<file path="src/logic/ffx_defines.svh">
// timing and size constants for the fifo host controller
`ifndef FFX_DEFINES_SVH
`define FFX_DEFINES_SVH
`define FFX_CLK_PERIOD_NS      100
`define FFX_DEPTH              11'h400
`define FFX_PTR_W              10
`define FFX_DATA_W             9
`define FFX_STROBE_LOW_NS      50
`define FFX_STROBE_LOW_CYC     ((`FFX_STROBE_LOW_NS + `FFX_CLK_PERIOD_NS - 1) / `FFX_CLK_PERIOD_NS)
`define FFX_RECOVERY_NS        15
`define FFX_RECOVERY_CYC       ((`FFX_RECOVERY_NS + `FFX_CLK_PERIOD_NS - 1) / `FFX_CLK_PERIOD_NS)
`define FFX_FLAG_SETTLE_NS     65
`define FFX_FLAG_SETTLE_CYC    ((`FFX_FLAG_SETTLE_NS + `FFX_CLK_PERIOD_NS - 1) / `FFX_CLK_PERIOD_NS)
`define FFX_REPLAY_CYCLE_NS    65
`define FFX_REPLAY_CYCLE_CYC   ((`FFX_REPLAY_CYCLE_NS + `FFX_CLK_PERIOD_NS - 1) / `FFX_CLK_PERIOD_NS)
`define FFX_RESET_LOW_NS       65
`define FFX_RESET_LOW_CYC      ((`FFX_RESET_LOW_NS + `FFX_CLK_PERIOD_NS - 1) / `FFX_CLK_PERIOD_NS)
`define FFX_CNT_W              4
`endif

</file>
<file path="src/logic/ffx_pkg.sv">
// types for the fifo host controller
`default_nettype none
package ffx_pkg;
  typedef enum logic [2:0] {
    FFX_IDLE,
    FFX_CLEAR,
    FFX_STROBE,
    FFX_RECOVER,
    FFX_REPLAY,
    FFX_SETTLE
  } ffx_state_t;

  typedef enum logic [1:0] {
    FFX_OP_WRITE,
    FFX_OP_READ,
    FFX_OP_REPLAY,
    FFX_OP_CLEAR
  } ffx_op_t;

  typedef struct packed {
    ffx_state_t state;
    ffx_op_t    op;
    logic [3:0] cnt;
    logic       clear_n;
    logic       wr_n;
    logic       rd_n;
    logic       first_load_or_replay_n_n;
    logic [8:0] dout;
    logic       dout_oe_n;
    logic [8:0] rdata;
    logic       rvalid;
    logic       busy;
    logic       refused;
    logic       empty_n;
    logic       full_n;
    logic       half_n;
    logic [1:0] empty_s;
    logic [1:0] full_s;
    logic [1:0] half_s;
    logic [8:0] q_s1;
    logic [8:0] q_s2;
    logic [10:0] wr_cnt;
  } ffx_state_reg_t;
endpackage
`default_nettype wire

</file>
<file path="src/logic/ffx_host.sv">
// host controller driving a clockless 1024x9 fifo through its pins
`timescale 1ns/1ns
`default_nettype none
`include "ffx_defines.svh"

module ffx_host (
  input  wire logic       sys_clk,
  input  wire logic       nrst,
  input  wire logic       clk_en,
  input  wire logic       depth_mode,
  input  wire logic       first_in_chain,
  input  wire logic       cmd_valid,
  input  wire ffx_pkg::ffx_op_t cmd_op,
  input  wire logic [8:0] cmd_wdata,
  input  wire logic       nothing_stored_flag_n,
  input  wire logic       no_room_flag_n,
  input  wire logic       half_level_flag_n,
  input  wire logic [8:0] fifo_q,
  output logic            master_clear_n,
  output logic            write_n,
  output logic            read_n,
  output logic            first_load_or_replay_n,
  output logic [8:0]      fifo_d,
  output logic            fifo_d_oe_n,
  output logic            cmd_busy,
  output logic            cmd_refused,
  output logic [8:0]      rd_data,
  output logic            rd_valid,
  output logic            empty_seen_n,
  output logic            full_seen_n,
  output logic            half_seen_n
);

  // ----------------------------------------
  // state
  // ----------------------------------------
  ffx_pkg::ffx_state_reg_t s_r;
  ffx_pkg::ffx_state_reg_t s_nxt;

  always_comb
  begin
    s_nxt = s_r;
    s_nxt.rvalid = 1'b0;
    s_nxt.refused = 1'b0;
    // pins pass two flops; fifo_q first stage is read only by second
    s_nxt.empty_s = {s_r.empty_s[0], nothing_stored_flag_n};
    s_nxt.full_s = {s_r.full_s[0], no_room_flag_n};
    s_nxt.half_s = {s_r.half_s[0], half_level_flag_n};
    s_nxt.q_s1 = fifo_q;
    s_nxt.q_s2 = s_r.q_s1;
    case (s_r.state)
      ffx_pkg::FFX_IDLE:
      begin
        // flags are sampled only while no strobe is settling
        s_nxt.empty_n = s_r.empty_s[1];
        s_nxt.full_n = s_r.full_s[1];
        s_nxt.half_n = depth_mode ? 1'b1 : s_r.half_s[1];
        if (cmd_valid)
        begin
          s_nxt.op = cmd_op;
          s_nxt.cnt = 4'h0;
          case (cmd_op)
            ffx_pkg::FFX_OP_CLEAR:
            begin
              s_nxt.state = ffx_pkg::FFX_CLEAR;
              s_nxt.clear_n = 1'b0;
              s_nxt.busy = 1'b1;
              s_nxt.first_load_or_replay_n_n = ~(depth_mode & first_in_chain);
              s_nxt.wr_cnt = 11'h000;
            end
            ffx_pkg::FFX_OP_WRITE:
              if (s_r.full_s[1])
              begin
                s_nxt.state = ffx_pkg::FFX_STROBE;
                s_nxt.wr_n = 1'b0;
                s_nxt.dout = cmd_wdata;
                s_nxt.dout_oe_n = 1'b0;
                s_nxt.busy = 1'b1;
                // saturating count of writes since clear
                if (s_r.wr_cnt <= `FFX_DEPTH)
                  s_nxt.wr_cnt = s_r.wr_cnt + 11'h001;
              end
              else
                s_nxt.refused = 1'b1;
            ffx_pkg::FFX_OP_READ:
              if (s_r.empty_s[1])
              begin
                s_nxt.state = ffx_pkg::FFX_STROBE;
                s_nxt.rd_n = 1'b0;
                s_nxt.busy = 1'b1;
              end
              else
                s_nxt.refused = 1'b1;
            default:
              if (!depth_mode && s_r.wr_cnt <= `FFX_DEPTH)
              begin
                s_nxt.state = ffx_pkg::FFX_REPLAY;
                s_nxt.first_load_or_replay_n_n = 1'b0;
                s_nxt.busy = 1'b1;
              end
              else
                s_nxt.refused = 1'b1;
          endcase
        end
      end
      ffx_pkg::FFX_CLEAR:
      begin
        s_nxt.cnt = s_r.cnt + 4'h1;
        if (s_r.cnt >= 4'(`FFX_RESET_LOW_CYC - 1))
        begin
          s_nxt.clear_n = 1'b1;
          // first-load level is kept after clear in depth mode
          s_nxt.first_load_or_replay_n_n = s_r.first_load_or_replay_n_n;
          s_nxt.state = ffx_pkg::FFX_SETTLE;
          s_nxt.cnt = 4'h0;
        end
      end
      ffx_pkg::FFX_STROBE:
      begin
        s_nxt.cnt = s_r.cnt + 4'h1;
        if (s_r.cnt >= 4'(`FFX_STROBE_LOW_CYC - 1))
        begin
          s_nxt.wr_n = 1'b1;
          s_nxt.rd_n = 1'b1;
          s_nxt.state = ffx_pkg::FFX_RECOVER;
          s_nxt.cnt = 4'h0;
        end
      end
      ffx_pkg::FFX_RECOVER:
      begin
        s_nxt.dout_oe_n = 1'b1;
        s_nxt.cnt = s_r.cnt + 4'h1;
        if (s_r.cnt >= 4'(`FFX_RECOVERY_CYC - 1))
        begin
          s_nxt.state = ffx_pkg::FFX_SETTLE;
          s_nxt.cnt = 4'h0;
        end
      end
      ffx_pkg::FFX_REPLAY:
      begin
        s_nxt.cnt = s_r.cnt + 4'h1;
        if (s_r.cnt >= 4'(`FFX_REPLAY_CYCLE_CYC - 1))
        begin
          s_nxt.first_load_or_replay_n_n = 1'b1;
          s_nxt.state = ffx_pkg::FFX_SETTLE;
          s_nxt.cnt = 4'h0;
        end
      end
      ffx_pkg::FFX_SETTLE:
      begin
        // wait out flag settling plus synchroniser latency
        s_nxt.cnt = s_r.cnt + 4'h1;
        // read word reaches second data flop one cycle after strobe
        if (s_r.op == ffx_pkg::FFX_OP_READ && s_r.cnt == 4'h0)
        begin
          s_nxt.rdata = s_r.q_s2;
          s_nxt.rvalid = 1'b1;
        end
        if (s_r.cnt >= 4'(`FFX_FLAG_SETTLE_CYC + 2))
        begin
          s_nxt.state = ffx_pkg::FFX_IDLE;
          s_nxt.busy = 1'b0;
          s_nxt.cnt = 4'h0;
        end
      end
      default:
        s_nxt.state = ffx_pkg::FFX_IDLE;
    endcase
  end

  always_ff @(posedge sys_clk or negedge nrst)
  begin
    if (!nrst)
    begin
      s_r <= '0;
      s_r.state <= ffx_pkg::FFX_IDLE;
      s_r.clear_n <= 1'b1;
      s_r.wr_n <= 1'b1;
      s_r.rd_n <= 1'b1;
      s_r.first_load_or_replay_n_n <= 1'b1;
      s_r.dout_oe_n <= 1'b1;
      s_r.full_n <= 1'b1;
      s_r.half_n <= 1'b1;
    end
    else if (clk_en)
      s_r <= s_nxt;
  end

  // ----------------------------------------
  // outputs
  // ----------------------------------------
  assign master_clear_n = s_r.clear_n;
  assign write_n = s_r.wr_n;
  assign read_n = s_r.rd_n;
  assign first_load_or_replay_n = s_r.first_load_or_replay_n_n;
  assign fifo_d = s_r.dout;
  assign fifo_d_oe_n = s_r.dout_oe_n;
  assign cmd_busy = s_r.busy;
  assign cmd_refused = s_r.refused;
  assign rd_data = s_r.rdata;
  assign rd_valid = s_r.rvalid;
  assign empty_seen_n = s_r.empty_n;
  assign full_seen_n = s_r.full_n;
  assign half_seen_n = s_r.half_n;

  // ----------------------------------------
  // checks
  // ----------------------------------------
  no_strobe_replay_a: assert property (@(posedge sys_clk) disable iff (!nrst)
    !s_r.first_load_or_replay_n_n && s_r.clear_n && s_r.op == ffx_pkg::FFX_OP_REPLAY |-> s_r.rd_n && s_r.wr_n)
    else $error("strobe during replay");
  write_needs_room_a: assert property (@(posedge sys_clk) disable iff (!nrst)
    $fell(s_r.wr_n) |-> $past(s_r.full_s[1]))
    else $error("write launched while full");
  read_needs_data_a: assert property (@(posedge sys_clk) disable iff (!nrst)
    $fell(s_r.rd_n) |-> $past(s_r.empty_s[1]))
    else $error("read launched while empty");
  replay_single_a: assert property (@(posedge sys_clk) disable iff (!nrst)
    $fell(s_r.first_load_or_replay_n_n) && s_r.clear_n |-> !$past(depth_mode))
    else $error("replay in depth mode");
  clear_strobes_a: assert property (@(posedge sys_clk) disable iff (!nrst)
    !s_r.clear_n |-> s_r.rd_n && s_r.wr_n)
    else $error("strobe during clear");
  first_load_hold_a: assert property (@(posedge sys_clk) disable iff (!nrst)
    $rose(s_r.clear_n) |-> s_r.first_load_or_replay_n_n == $past(s_r.first_load_or_replay_n_n) && s_r.first_load_or_replay_n_n == !$past(depth_mode && first_in_chain, 2))
    else $error("first load changed at clear end");
  half_depth_a: assert property (@(posedge sys_clk) disable iff (!nrst)
    depth_mode && s_r.state == ffx_pkg::FFX_IDLE && $past(s_r.state == ffx_pkg::FFX_IDLE) && $past(depth_mode)
    |-> s_r.half_n)
    else $error("half flag reported in depth mode");
  settle_wait_a: assert property (@(posedge sys_clk) disable iff (!nrst)
    $rose(s_r.wr_n) |-> s_r.busy [*3])
    else $error("controller left busy too soon");

endmodule
`default_nettype wire

</file>
<file path="config.mk">
export PLATFORM = sky130hd
export DESIGN_NAME = ffx_host
export DESIGN_NICKNAME = d
export VERILOG_FILES = /design/src/logic/ffx_pkg.sv /design/src/logic/ffx_host.sv
export VERILOG_INCLUDE_DIRS = /design/src /design/src/logic
export SDC_FILE = /design/constraint.sdc
export NUM_CORES = 1
export LEC_CHECK = 0
export BUFFER_PORTS_ARGS = -buffer_cell sky130_fd_sc_hd__buf_2
export CAP_MARGIN = 20
export CELL_PAD_IN_SITES_DETAIL_PLACEMENT = 0
export CELL_PAD_IN_SITES_GLOBAL_PLACEMENT = 1
export CORE_MARGIN = 1.5
export CORE_UTILIZATION = 25
export CTS_CLUSTER_SIZE = 25
export DETAILED_ROUTE_END_ITERATION = 10
export PLACE_DENSITY_LB_ADDON = 0.05
export SLEW_MARGIN = 30
export SYNTH_ARGS = -nofsm -noshare
export SYNTH_HDL_FRONTEND = slang
export SYNTH_SLANG_ARGS = --single-unit
</file>
<file path="constraint.sdc">
create_clock -name sys_clk -period 3.3 [get_ports sys_clk]
set_input_delay 0.165 -clock sys_clk [delete_from_list [all_inputs] [get_ports sys_clk]]
set_output_delay 0.165 -clock sys_clk [all_outputs]
set_load 0.05 [all_outputs]
</file>
# ---- Word-level counts from Yosys, hierarchy flattened
# Index checks and enable logic that the tools add are counted.
dict set report word_totals {
  ff_bits 73
  latchBits 0
  ram_bits 0
  rom_bits 0
  output_inout_bits 29
  mem_count 0
}
dict set report op_classes {
  add_sub_neg 2
  n_mul 0
  div_mod_pow 0
  order_cmp 3
  n_eq_ne 26
  n_shift 0
  muxes 46
  n_bitwise 2
  n_reduce_logical 29
}
# cell n
set op_table {}
lappend op_table {{$reduce_and A6 Y1} 4}
lappend op_table {{$mux W23} 1}
lappend op_table {{$mux W11} 2}
lappend op_table {{$pmux W11 S2} 1}
lappend op_table {{$mux W10} 2}
lappend op_table {{$ne A2 B2 Y1 const B} 10}
lappend op_table {{$mux W3} 6}
lappend op_table {{$mux W1} 17}
lappend op_table {{$pmux W4 S4} 1}
lappend op_table {{$reduce_and A5 Y1} 3}
lappend op_table {{$mux W4} 3}
lappend op_table {{$pmux W3 S4} 1}
lappend op_table {{$reduce_bool A2 Y1} 6}
lappend op_table {{$add A11 B1 Y11 const B} 1}
lappend op_table {{$le A11 B11 Y1 const B} 1}
lappend op_table {{$pmux W1 S2} 5}
lappend op_table {{$pmux W3 S3} 1}
lappend op_table {{$reduce_and A3 Y1} 3}
lappend op_table {{$ne A2 B1 Y1 const B} 4}
lappend op_table {{$reduce_and A8 Y1} 1}
lappend op_table {{$reduce_and A7 Y1} 1}
lappend op_table {{$eq A3 B2 Y1 const B} 2}
lappend op_table {{$eq A3 B3 Y1 const B} 2}
lappend op_table {{$ne A3 B3 Y1 const B} 2}
lappend op_table {{23 further kinds} 28}

# ---- Longest topological paths before layout
# Gate-level depths: netlist of run 1.
dict set report depth {
  ltp_word 6
  mapped_depth 6
  depth_no_buf 6
}

# ---- Worst setup path before layout of run 1
# OpenSTA, ideal clock, no wires.
dict set report synth_path {
  path_type {flip-flop to flip-flop}
  startpoint {register s_r[0] (netlist name)}
  endpoint {register s_r[7] (netlist name)}
  arrival_ns 1.769
  required_time_ns 3.221
  setup_slack_ns 1.451
  stages_incl_launch_ff 7
  path_buffers 0
  synth_period_minus_slack_ns 1.849
  cell_sequence {dfrtp_1 -> inv_1 -> ha_1 -> nor4b_4 -> nand4_2 -> a2111oi_2 -> mux2i_1}
}
dict set report synth_via {
  elab_chain_cells 4
  word_cells_on_any_way 7
  classes_between {add/sub: 1; order compare: 1; eq/ne: 1; mux: 3; reduce/logical: 1}
}
# item line_no
set synth_lines {}
lappend synth_lines {{from (decl)} ffx_host.sv:37} ;# ffx_pkg::ffx_state_reg_t s_r;
lappend synth_lines {{from (signal assigned)} ffx_host.sv:186} ;# s_r <= s_nxt;
lappend synth_lines {{$add A11 B1 Y11} ffx_host.sv:81} ;# s_nxt.wr_cnt = s_r.wr_cnt + 11'h001;
lappend synth_lines {{$mux W11} ffx_host.sv:80} ;# if (s_r.wr_cnt <= `FFX_DEPTH)
lappend synth_lines {{$mux W11} ffx_host.sv:72} ;# if (s_r.full_s[1])
lappend synth_lines {{$pmux W11 S2} ffx_host.sv:62} ;# case (cmd_op)
# Parallel ways exist; a longest one is shown, timed or not. The select of a mux whose other input is x is not followed.
# A chain may end at the register's enable or synchronous reset.

# ---- Worst setup path after layout of run 1
dict set report layout_path {
  startpoint {register s_r[71] (netlist name)}
  endpoint {register s_r, in the netlist fifo_d[6]}
}
dict set report layout_via {
  elab_chain_cells 2
}
# item line_no
set layout_lines {}
lappend layout_lines {{$logic_not A3 Y1} ffx_host.sv:51} ;# case (s_r.state)
lappend layout_lines {{$reduce_and A5 Y1 (no source line)} --}
# Every way passes these cells.

==> results of run 1 <==
## critical path, delay by kind of cell, from the launching register on
family,cells,cell delay [ps]
flip-flops,1,590
multiplexers,1,430
AND/OR/NAND/NOR,2,1080
## flip-flops by register name (all words and copies together) (netlist names)
| name | count |
|---|---|
| s_r | 32 |
| s_nxt | 12 |
| fifo_d | 9 |
| rd_data | 9 |
| cmd_busy | 1 |
| cmd_refused | 1 |
| empty_seen_n | 1 |
| fifo_d_oe_n | 1 |
| first_load_or_replay_n | 1 |
| full_seen_n | 1 |
| half_seen_n | 1 |
| master_clear_n | 1 |
| rd_valid | 1 |
| read_n | 1 |
| write_n | 1 |
## area by class of cell
| type | count | area share (%) |
|---|---|---|
| sequential | 73 | 43.5 |
| multi-input combinational | 186 | 36.5 |
| timing repair buffer | 61 | 7.69 |
| clock buffer | 13 | 5.93 |
| tap | 180 | 5.34 |
| inverter | 7 | 0.623 |
| clock inverter | 3 | 0.415 |
## worst min-delay path by stage
stage	from	to	slack, ps
floorplan	nrst	cmd_busy	-130
global placement	cmd_wdata[6]	fifo_d[6]	380
detailed placement	nrst	s_r[4]	250
CTS	cmd_wdata[6]	fifo_d[6]	30
global route	cmd_wdata[6]	fifo_d[6]	50
finish	cmd_wdata[6]	fifo_d[6]	40
## power by group through the flow
| stage | combinational, mW | sequential [mW] | clock, mW |
|---|---|---|---|
| after floorplan | 1.12 | 1.52 | 0 |
| after global placement | 1.41 | 1.43 | 0 |
| after detailed placement | 1.40 | 1.43 | 0 |
| after CTS | 1.40 | 1.42 | 0.939 |
| after global routing | 1.49 | 1.47 | 0.963 |
| final | 1.39 | 1.42 | 0.895 |
## cells in the final DEF (no fill, tap or decap), types with 3 or more instances in the layout
master / Yosys / layout
a211oi_1: 5 / 5
nor2_1: 11 / 11
a2111oi_2: 3 / 3
and2_1: 3 / 3
dfrtp_1: 66 / 66
inv_1: 7 / 7
and3_1: 3 / 3
mux2_2: 48 / 48
o21ai_0: 7 / 7
nor3_1: 5 / 5
buf_4: 20 / 3
nand4_1: 4 / 4
ha_1: 4 / 4
a21oi_1: 5 / 5
nand2_1: 18 / 18
mux2i_1: 8 / 8
dfstp_2: 7 / 7
or2b_1: 8 / 8
clkbuf_1: 4 / 3
clkbuf_16: 0 / 9
nand3_1: 8 / 8
buf_2: 4 / 56
## cells by family after synthesis
family	share of synthesized area (%)
AOI/OAI and AO/OA	9.55
adders and majority gates	1.39
buffers and inverters	6.39
DFF	50.9
muxes	17.5
and+or+nand+nor	14.2
## per-layer routing
metal  share of wire (%)  vias to the layer above  routed length (µm)  GRT usage (%)
met2                  44                       70                3650           18.2
met5                   0                        -                   0              0
met4                 2.2                        0                 181           6.39
li1                    -                     1141                   -              -
met3                 6.7                       11                 562           3.55
met1                  47                     1214                3940           15.5
==> metrics.md, run 1 <==
| Metric | Value |
|---|---|
| Final Hold Viols | 0 |
| Crit path launch | s_r[71] |
| Gr usage total | 12.1% |
| IO Count | 58 |
| Clock slew at reported path FFs | 50 ps |
| Fillers | 1,467 |
| Starting Density | 25.8% |
| Post-CTS setup buffer count | 0 |
| Wirelength per Cell | 15.9 µm |
| Switching Fraction | 41.9% |
| Core area | 14,000 µm² |
| Reg-to-Reg Start | s_r[71] |
| Fin util | 30.1% |
| Layout cells sized above 1 | 41.1% |
| Setup TNS | 0 ps |
| EDFF count, synth | 0 |
| Slowest cell on crit path | nor4b_4 |
| Max-Cap Viols | 0 |
| Clk root buf | clkbuf_16 |
| CP peak stage delay | 640 ps |
| Worst-margin pin slew | 705 ps |
| Cells after Synth | 297 |
| Worst Hold Class | in -> reg |
| Non-Filler Instances | 523 |
| Clock Sink Count | 73 |
| Cell area after layout | 4220 µm² |
| Placed instance area | 3940 µm² |
| Synthesis-to-finish area growth | 17.0% |
| Die height | 123 µm |
| GR Overflow Total | 0 |
| Crit. End Element | flop |
| Hold-fix buffers, CTS | 1 |
| Clk buf depth | 2 |
| Detailed Place HPWL | 5510 µm |
| RePlAce Congestion | 0.768 |
| Period utilization | 67.5% |
| Number of I/O port buffers | 57 |
| Largest net degree at the start of global routing | 74 |
| Chip width | 123 µm |
| CP arrival | 2450 ps |
| # nets final | 371 |
| Rows | 43 |
| Pre-antenna DRT Iters | 4 |
| Max frequency | 0.449 GHz |
| First-pass GRT wire length | 13,600 µm |
| Fin worst setup slack | 1070 ps |
| First DRT Iteration DRCs | 63 |
| Multi-input gate area | 1540 µm² |
| VDD IR max | 372 µV |
| Nature of the critical path startpoint | flop |
| Power, Total | 3.70 mW |
| Yosys top cell by area | dfrtp_1 |
| Initial antenna violation count | 0 |
| Synth cell count leaders | 66 x dfrtp_1, 48 x mux2_2, 20 x buf_4 |
| CTS tree | built |
| # placed instances | 506 |
| Flops & latches, synth | 73 |
| Slew HR | 53.0% |
| Clk_lat worst skew | 340 ps |
| Final setup violation count | 0 |
| H-tree Lvls | 3 |
| Syn nets | 330 |
| Reg2Reg Depth | 3 |
| Cts repair resizes | 0 |
| Synth top area share | 45.8% |
| Ys async rst share | 100% |
| Internal Power | 2.15 mW |
| Net Sw Power | 1.55 mW |
| YS warnings | 0 |
| Final min period | 2230 ps |
| Worst setup path class | reg -> reg |
| Worst Skew | 5.30 ps |
| Syn_area_per_cell | 12.1 µm² |
| Slew Viols, Final | 0 |
| Vias in the first global route | 2,526 |
| Hold path cells | 2 |
| Seq pwr share | 38.3% |
| Count leader, synth | dfrtp_1 |
| Pre-CTS WS | 1010 ps |
| Status | finished clean |
| R2r endpoint | fifo_d[6] |
| Ys flop type | dfrtp_1 |
| Via Count | 2,436 |
| Ant. Diodes | 0 |
| R2R setup slack | 1070 ps |
| Leakage | 1.87 nW |
| Yosys cell types | 58 |
| CP required | 3520 ps |
| Synth Cell Area | 3600 µm² |
| Sequence of cells on the critical path | nor4b_4, nand3_2, mux2_1 |
| Clock power share | 24.2% |
| Worst-path maximum fanout | 16 |
| Power Density | 877 nW/µm² |
| Synth top area cells | dfrtp_1 46%, mux2_2 15%, dfstp_2 5.1% |
| Total CTS buffers | 9 |
| Drt drc | 0 |
| Gate power share | 37.5% |
| Die area | 15,100 µm² |
| Unrepaired setup endpoints after global routing | no |
| Post-DRT Antenna Nets | 0 |
| Via density | 4.66 |
| Post-Route WL | 8330 µm |
| Sequential area share after synthesis | 50.9% |
| Register Area | 1840 µm² |
| Fin Hold WS | 38.1 ps |
| Critical Path End | fifo_d[6] |
No activity file was read; power rests on OpenSTA's default activity.
==> inputs of run 2 (changes only) <==
Clock period 3.3 ns to 2.35 ns, I/O delays scaled along.
==> metrics.md, run 2 (same netlist as run 1, synthesis figures left out) <==
| Metric | Value |
|---|---|
| Clk buf depth | 2 |
| Fin Hold WS | 16.9 ps |
| Drt drc | 0 |
| VDD IR max | 513 µV |
| CP required | 2570 ps |
| Slew HR | 61.1% |
| Worst-margin pin slew | 584 ps |
| Setup TNS | 0 ps |
| Ant. Diodes | 0 |
| Nature of the critical path startpoint | flop |
| Crit path max-delay family | compound AO/OA/AOI/OAI gates |
| Multi-input gate area | 1540 µm² |
| Chip width | 123 µm |
| First DRT Iteration DRCs | 65 |
| Fillers | 1,462 |
| Worst Hold Class | in -> reg |
| Crit. End Element | flop |
| Pre-antenna DRT Iters | 4 |
| Clock slew at reported path FFs | 60 ps |
| H-tree Lvls | 3 |
| Clock Sink Count | 73 |
| Worst-path maximum fanout | 12 |
| Via Count | 2,481 |
| Slew Viols, Final | 0 |
| Hold-fix buffers, CTS | 13 |
| Total CTS buffers | 9 |
| Vias in the first global route | 2,597 |
| Rows | 43 |
| Max FFs per register | 32 |
| Power Density | 1220 nW/µm² |
| Period utilization | 90.3% |
| Max frequency | 0.471 GHz |
| Worst Skew | 3.86 ps |
| Synthesis-to-finish area growth | 22.9% |
| Layout cells sized above 1 | 41.6% |
| Status | finished clean |
| Detailed Place HPWL | 5880 µm |
| First-pass GRT wire length | 13,800 µm |
| Final Hold Viols | 0 |
| Commonest non-fill, non-tap cell in the layout | dfrtp_1 |
| Wirelength per Cell | 15.8 µm |
| Max-Cap Viols | 0 |
| CTS tree | built |
| Crit path buffers/inverters | 0 |
| Post-Route WL | 8540 µm |
| Number of I/O port buffers | 57 |
| IO Count | 58 |
| Cts repair resizes | 0 |
| GR Overflow Total | 0 |
| CP peak stage delay | 530 ps |
| # placed instances | 512 |
| Die height | 123 µm |
| Die area | 15,100 µm² |
| Unrepaired setup endpoints after global routing | no |
| Gr usage total | 12.3% |
| Most flops, register | s_r |
| Final min period | 2120 ps |
| Sequence of cells on the critical path | or3_1, o31ai_1, a211o_1, mux2_2 |
| # nets final | 389 |
| Commonest non-fill, non-tap cells in the layout | 66 x dfrtp_1, 56 x buf_2, 48 x mux2_2 |
| Starting Density | 25.8% |
| Via density | 4.59 |
| Leakage | 1.97 nW |
| Register Area | 1840 µm² |
| RePlAce Congestion | 0.766 |
| CP arrival | 2340 ps |
| Core area | 14,000 µm² |
| Post-CTS setup buffer count | 0 |
| Clk root buf | clkbuf_16 |
| Slowest cell on crit path | dfrtp_1 |
| Post-DRT Antenna Nets | 0 |
| Power, Total | 5.41 mW |
| Worst setup path class | reg -> reg |
| Initial antenna violation count | 0 |
| Final setup violation count | 0 |
| Clk_lat worst skew | 330 ps |
| Largest net degree at the start of global routing | 45 |
| Non-Filler Instances | 541 |
## run 2: cell type report
| class | instances | area share [%] |
|---|---|---|
| sequential | 73 | 41.4 |
| multi-input combinational | 186 | 34.7 |
| inverter | 7 | 0.593 |
| clock inverter | 6 | 1.53 |
| tap | 180 | 5.08 |
| timing repair buffer | 79 | 11.2 |
| clock buffer | 10 | 5.40 |
## run 2: path summary, 6_finish.rpt
kind,cells past startpoint,startpoint,to,slack (ps)
max,4,s_r[70],s_r[72],230
min,2,cmd_wdata[4],fifo_d[4],20
max reg2reg,4,s_r[70],s_r[72],230
min reg2reg,1,s_r[67],s_r[67],480
max in group asynchronous,3,nrst,write_n,1430
min in group asynchronous,2,nrst,s_r[6],270
## run 2: where the power goes
group / internal [mW] / total [mW] / switching, mW
logic: 0.671 / 2.05 / 1.38
registers: 1.65 / 1.95 / 0.296
clock network: 0.853 / 1.41 / 0.558
## run 2: routing by layer
metal / routed length [µm] / share of wire, % / global-route usage, %
met1: 4120 / 48 / 15.9
met2: 3800 / 44 / 18.5
met3: 419 / 4.9 / 3.23
met4: 202 / 2.4 / 6.97
met5: 0 / 0 / 0
## run 2: through the flow
stage	area, µm²	util (%)	worst slack, ps
2_1_floorplan	3600	-	501
4_1_cts	4430	31.7	239
3_3_place_gp	3990	28.5	286
6_report	4430	31.7	229
3_5_place_dp	3990	28.5	260
5_1_grt	4430	31.7	105
==> inputs of run 3 (changes only) <==
Settings changed: PLACE_DENSITY_LB_ADDON 0.05 to 0.1.
==> metrics.md, run 3 (same netlist as run 1, synthesis figures left out) <==
| Metric | Value |
|---|---|
| Worst Hold Class | in -> reg |
| R2R setup slack | 170 ps |
| Nature of the critical path startpoint | flop |
| Rows | 43 |
| Largest net degree at the start of global routing | 74 |
| H-tree Lvls | 3 |
| Number of I/O port buffers | 57 |
| Status | finished clean |
| Crit. End Element | flop |
| Max FFs per register | 32 |
| Drt drc | 0 |
| First-pass GRT wire length | 13,400 µm |
| CP required | 2560 ps |
| Post-CTS setup buffer count | 0 |
| Clock Sink Count | 73 |
| Max frequency | 0.460 GHz |
| Via Count | 2,442 |
| Die area | 15,100 µm² |
| Worst-path maximum fanout | 12 |
| Initial antenna violation count | 0 |
| Max-Cap Viols | 0 |
| Critical Path End | s_r[72] |
| Most flops, register | s_r |
| Hold-fix buffers, CTS | 8 |
| RePlAce Congestion | 0.722 |
| Worst setup path class | reg -> reg |
| Final setup violation count | 0 |
| Starting Density | 25.8% |
| Period utilization | 92.6% |
| VDD IR max | 616 µV |
| Die height | 123 µm |
| Final Hold Viols | 0 |
| Post-Route WL | 8480 µm |
| Via density | 4.56 |
| Worst Skew | 6.19 ps |
| Setup TNS | 0 ps |
| Synthesis-to-finish area growth | 22.3% |
| Power Density | 1270 nW/µm² |
| Non-Filler Instances | 535 |
| Commonest non-fill, non-tap cell in the layout | dfrtp_1 |
| Clk buf depth | 2 |
| Wirelength per Cell | 15.8 µm |
| CTS tree | built |
| Reg2Reg Depth | 4 |
| Layout cells sized above 1 | 42.0% |
| Post-DRT Antenna Nets | 0 |
| Worst-margin pin slew | 723 ps |
| Total CTS buffers | 9 |
| Gr usage total | 11.9% |
| First DRT Iteration DRCs | 78 |
| CP arrival | 2390 ps |
| Clock slew at reported path FFs | 60 ps |
| Fin worst setup slack | 175 ps |
| Fillers | 1,441 |
| Clk_lat worst skew | 340 ps |
| Reg-to-Reg Start | s_r[70] |
| Ant. Diodes | 0 |
| Detailed Place HPWL | 5630 µm |
| Slew Viols, Final | 0 |
| Cts repair resizes | 0 |
| Clk root buf | clkbuf_16 |
| Pre-antenna DRT Iters | 4 |
| Core area | 14,000 µm² |
| Power, Total | 5.61 mW |
| IO Count | 58 |
| R2r endpoint | s_r[72] |
| # nets final | 383 |
| Leakage | 1.97 nW |
| Crit path launch | s_r[70] |
| Unrepaired setup endpoints after global routing | no |
| Slew HR | 51.8% |
| Pre-CTS WS | 206 ps |
| GR Overflow Total | 0 |
| Chip width | 123 µm |
| Final min period | 2180 ps |
| Vias in the first global route | 2,414 |
| # placed instances | 511 |
| Commonest non-fill, non-tap cells in the layout | 66 x dfrtp_1, 56 x buf_2, 48 x mux2_2 |
[run 3: changes by cell type in the layout (fill, tap and decap cells not counted)]
cell / previous run / this run
bufinv_16: 1 / 3
inv_6: 0 / 2
dlygate4sd3_1: 13 / 8
clkinv_4: 2 / 0
buf_12: 1 / 0
clkinvlp_4: 2 / 0
buf_4: 9 / 8
buf_6: 0 / 1
[run 3: worst min-delay path by stage]
stage,startpoint,cells after the start,to
2_1_floorplan,nrst,0,cmd_busy
3_3_place_gp,cmd_wdata[6],2,fifo_d[6]
3_5_place_dp,nrst,1,s_r[8]
4_1_cts,cmd_wdata[0],2,fifo_d[0]
5_1_grt,fifo_q[0],2,s_nxt[11]
6_report,fifo_q[2],2,s_nxt[13]
[run 3: layer usage]
| metal | vias to the layer above | GRT usage [%] | share of wire (%) |
|---|---|---|---|
| met5 | - | 0 | 0 |
| met4 | 0 | 5.60 | 2.0 |
| met3 | 11 | 3.00 | 4.4 |
| met2 | 45 | 17.1 | 45 |
| met1 | 1215 | 16.7 | 49 |
| li1 | 1171 | - | - |
[run 3: critical path, cell delays in order, from the launching register on]
cell     delay (ps)
dfrtp_1         530
or3_1           450
o31ai_1         480
a211o_1         240
mux2_2          350
[run 3: per-stage QoR]
step                hold slack [ps]  instance area, µm²  utilization, %
global route                   2.81                4410            31.5
floorplan                      -178                3600               -
finish                         13.0                4410            31.5
global placement                338                3970            28.4
CTS                            1.56                4410            31.5
detailed placement              210                3980            28.4
[run 3: final cells by class]
| type | count | area [µm²] | area share [%] |
|---|---|---|---|
| clock buffers | 10 | 239 | 5.42 |
| clock inverters | 6 | 113 | 2.55 |
| inverters | 7 | 26.3 | 0.596 |
| multi-input cells | 186 | 1540 | 34.9 |
| flip-flops and latches | 73 | 1840 | 41.6 |
| well taps | 180 | 225 | 5.11 |
| repair buffers | 73 | 432 | 9.79 |
[run 3: power by group]
group | switching, mW | internal, mW
clock network | 0.559 | 1.07
logic | 1.37 | 0.660
registers | 0.297 | 1.65
total | 2.23 | 3.38
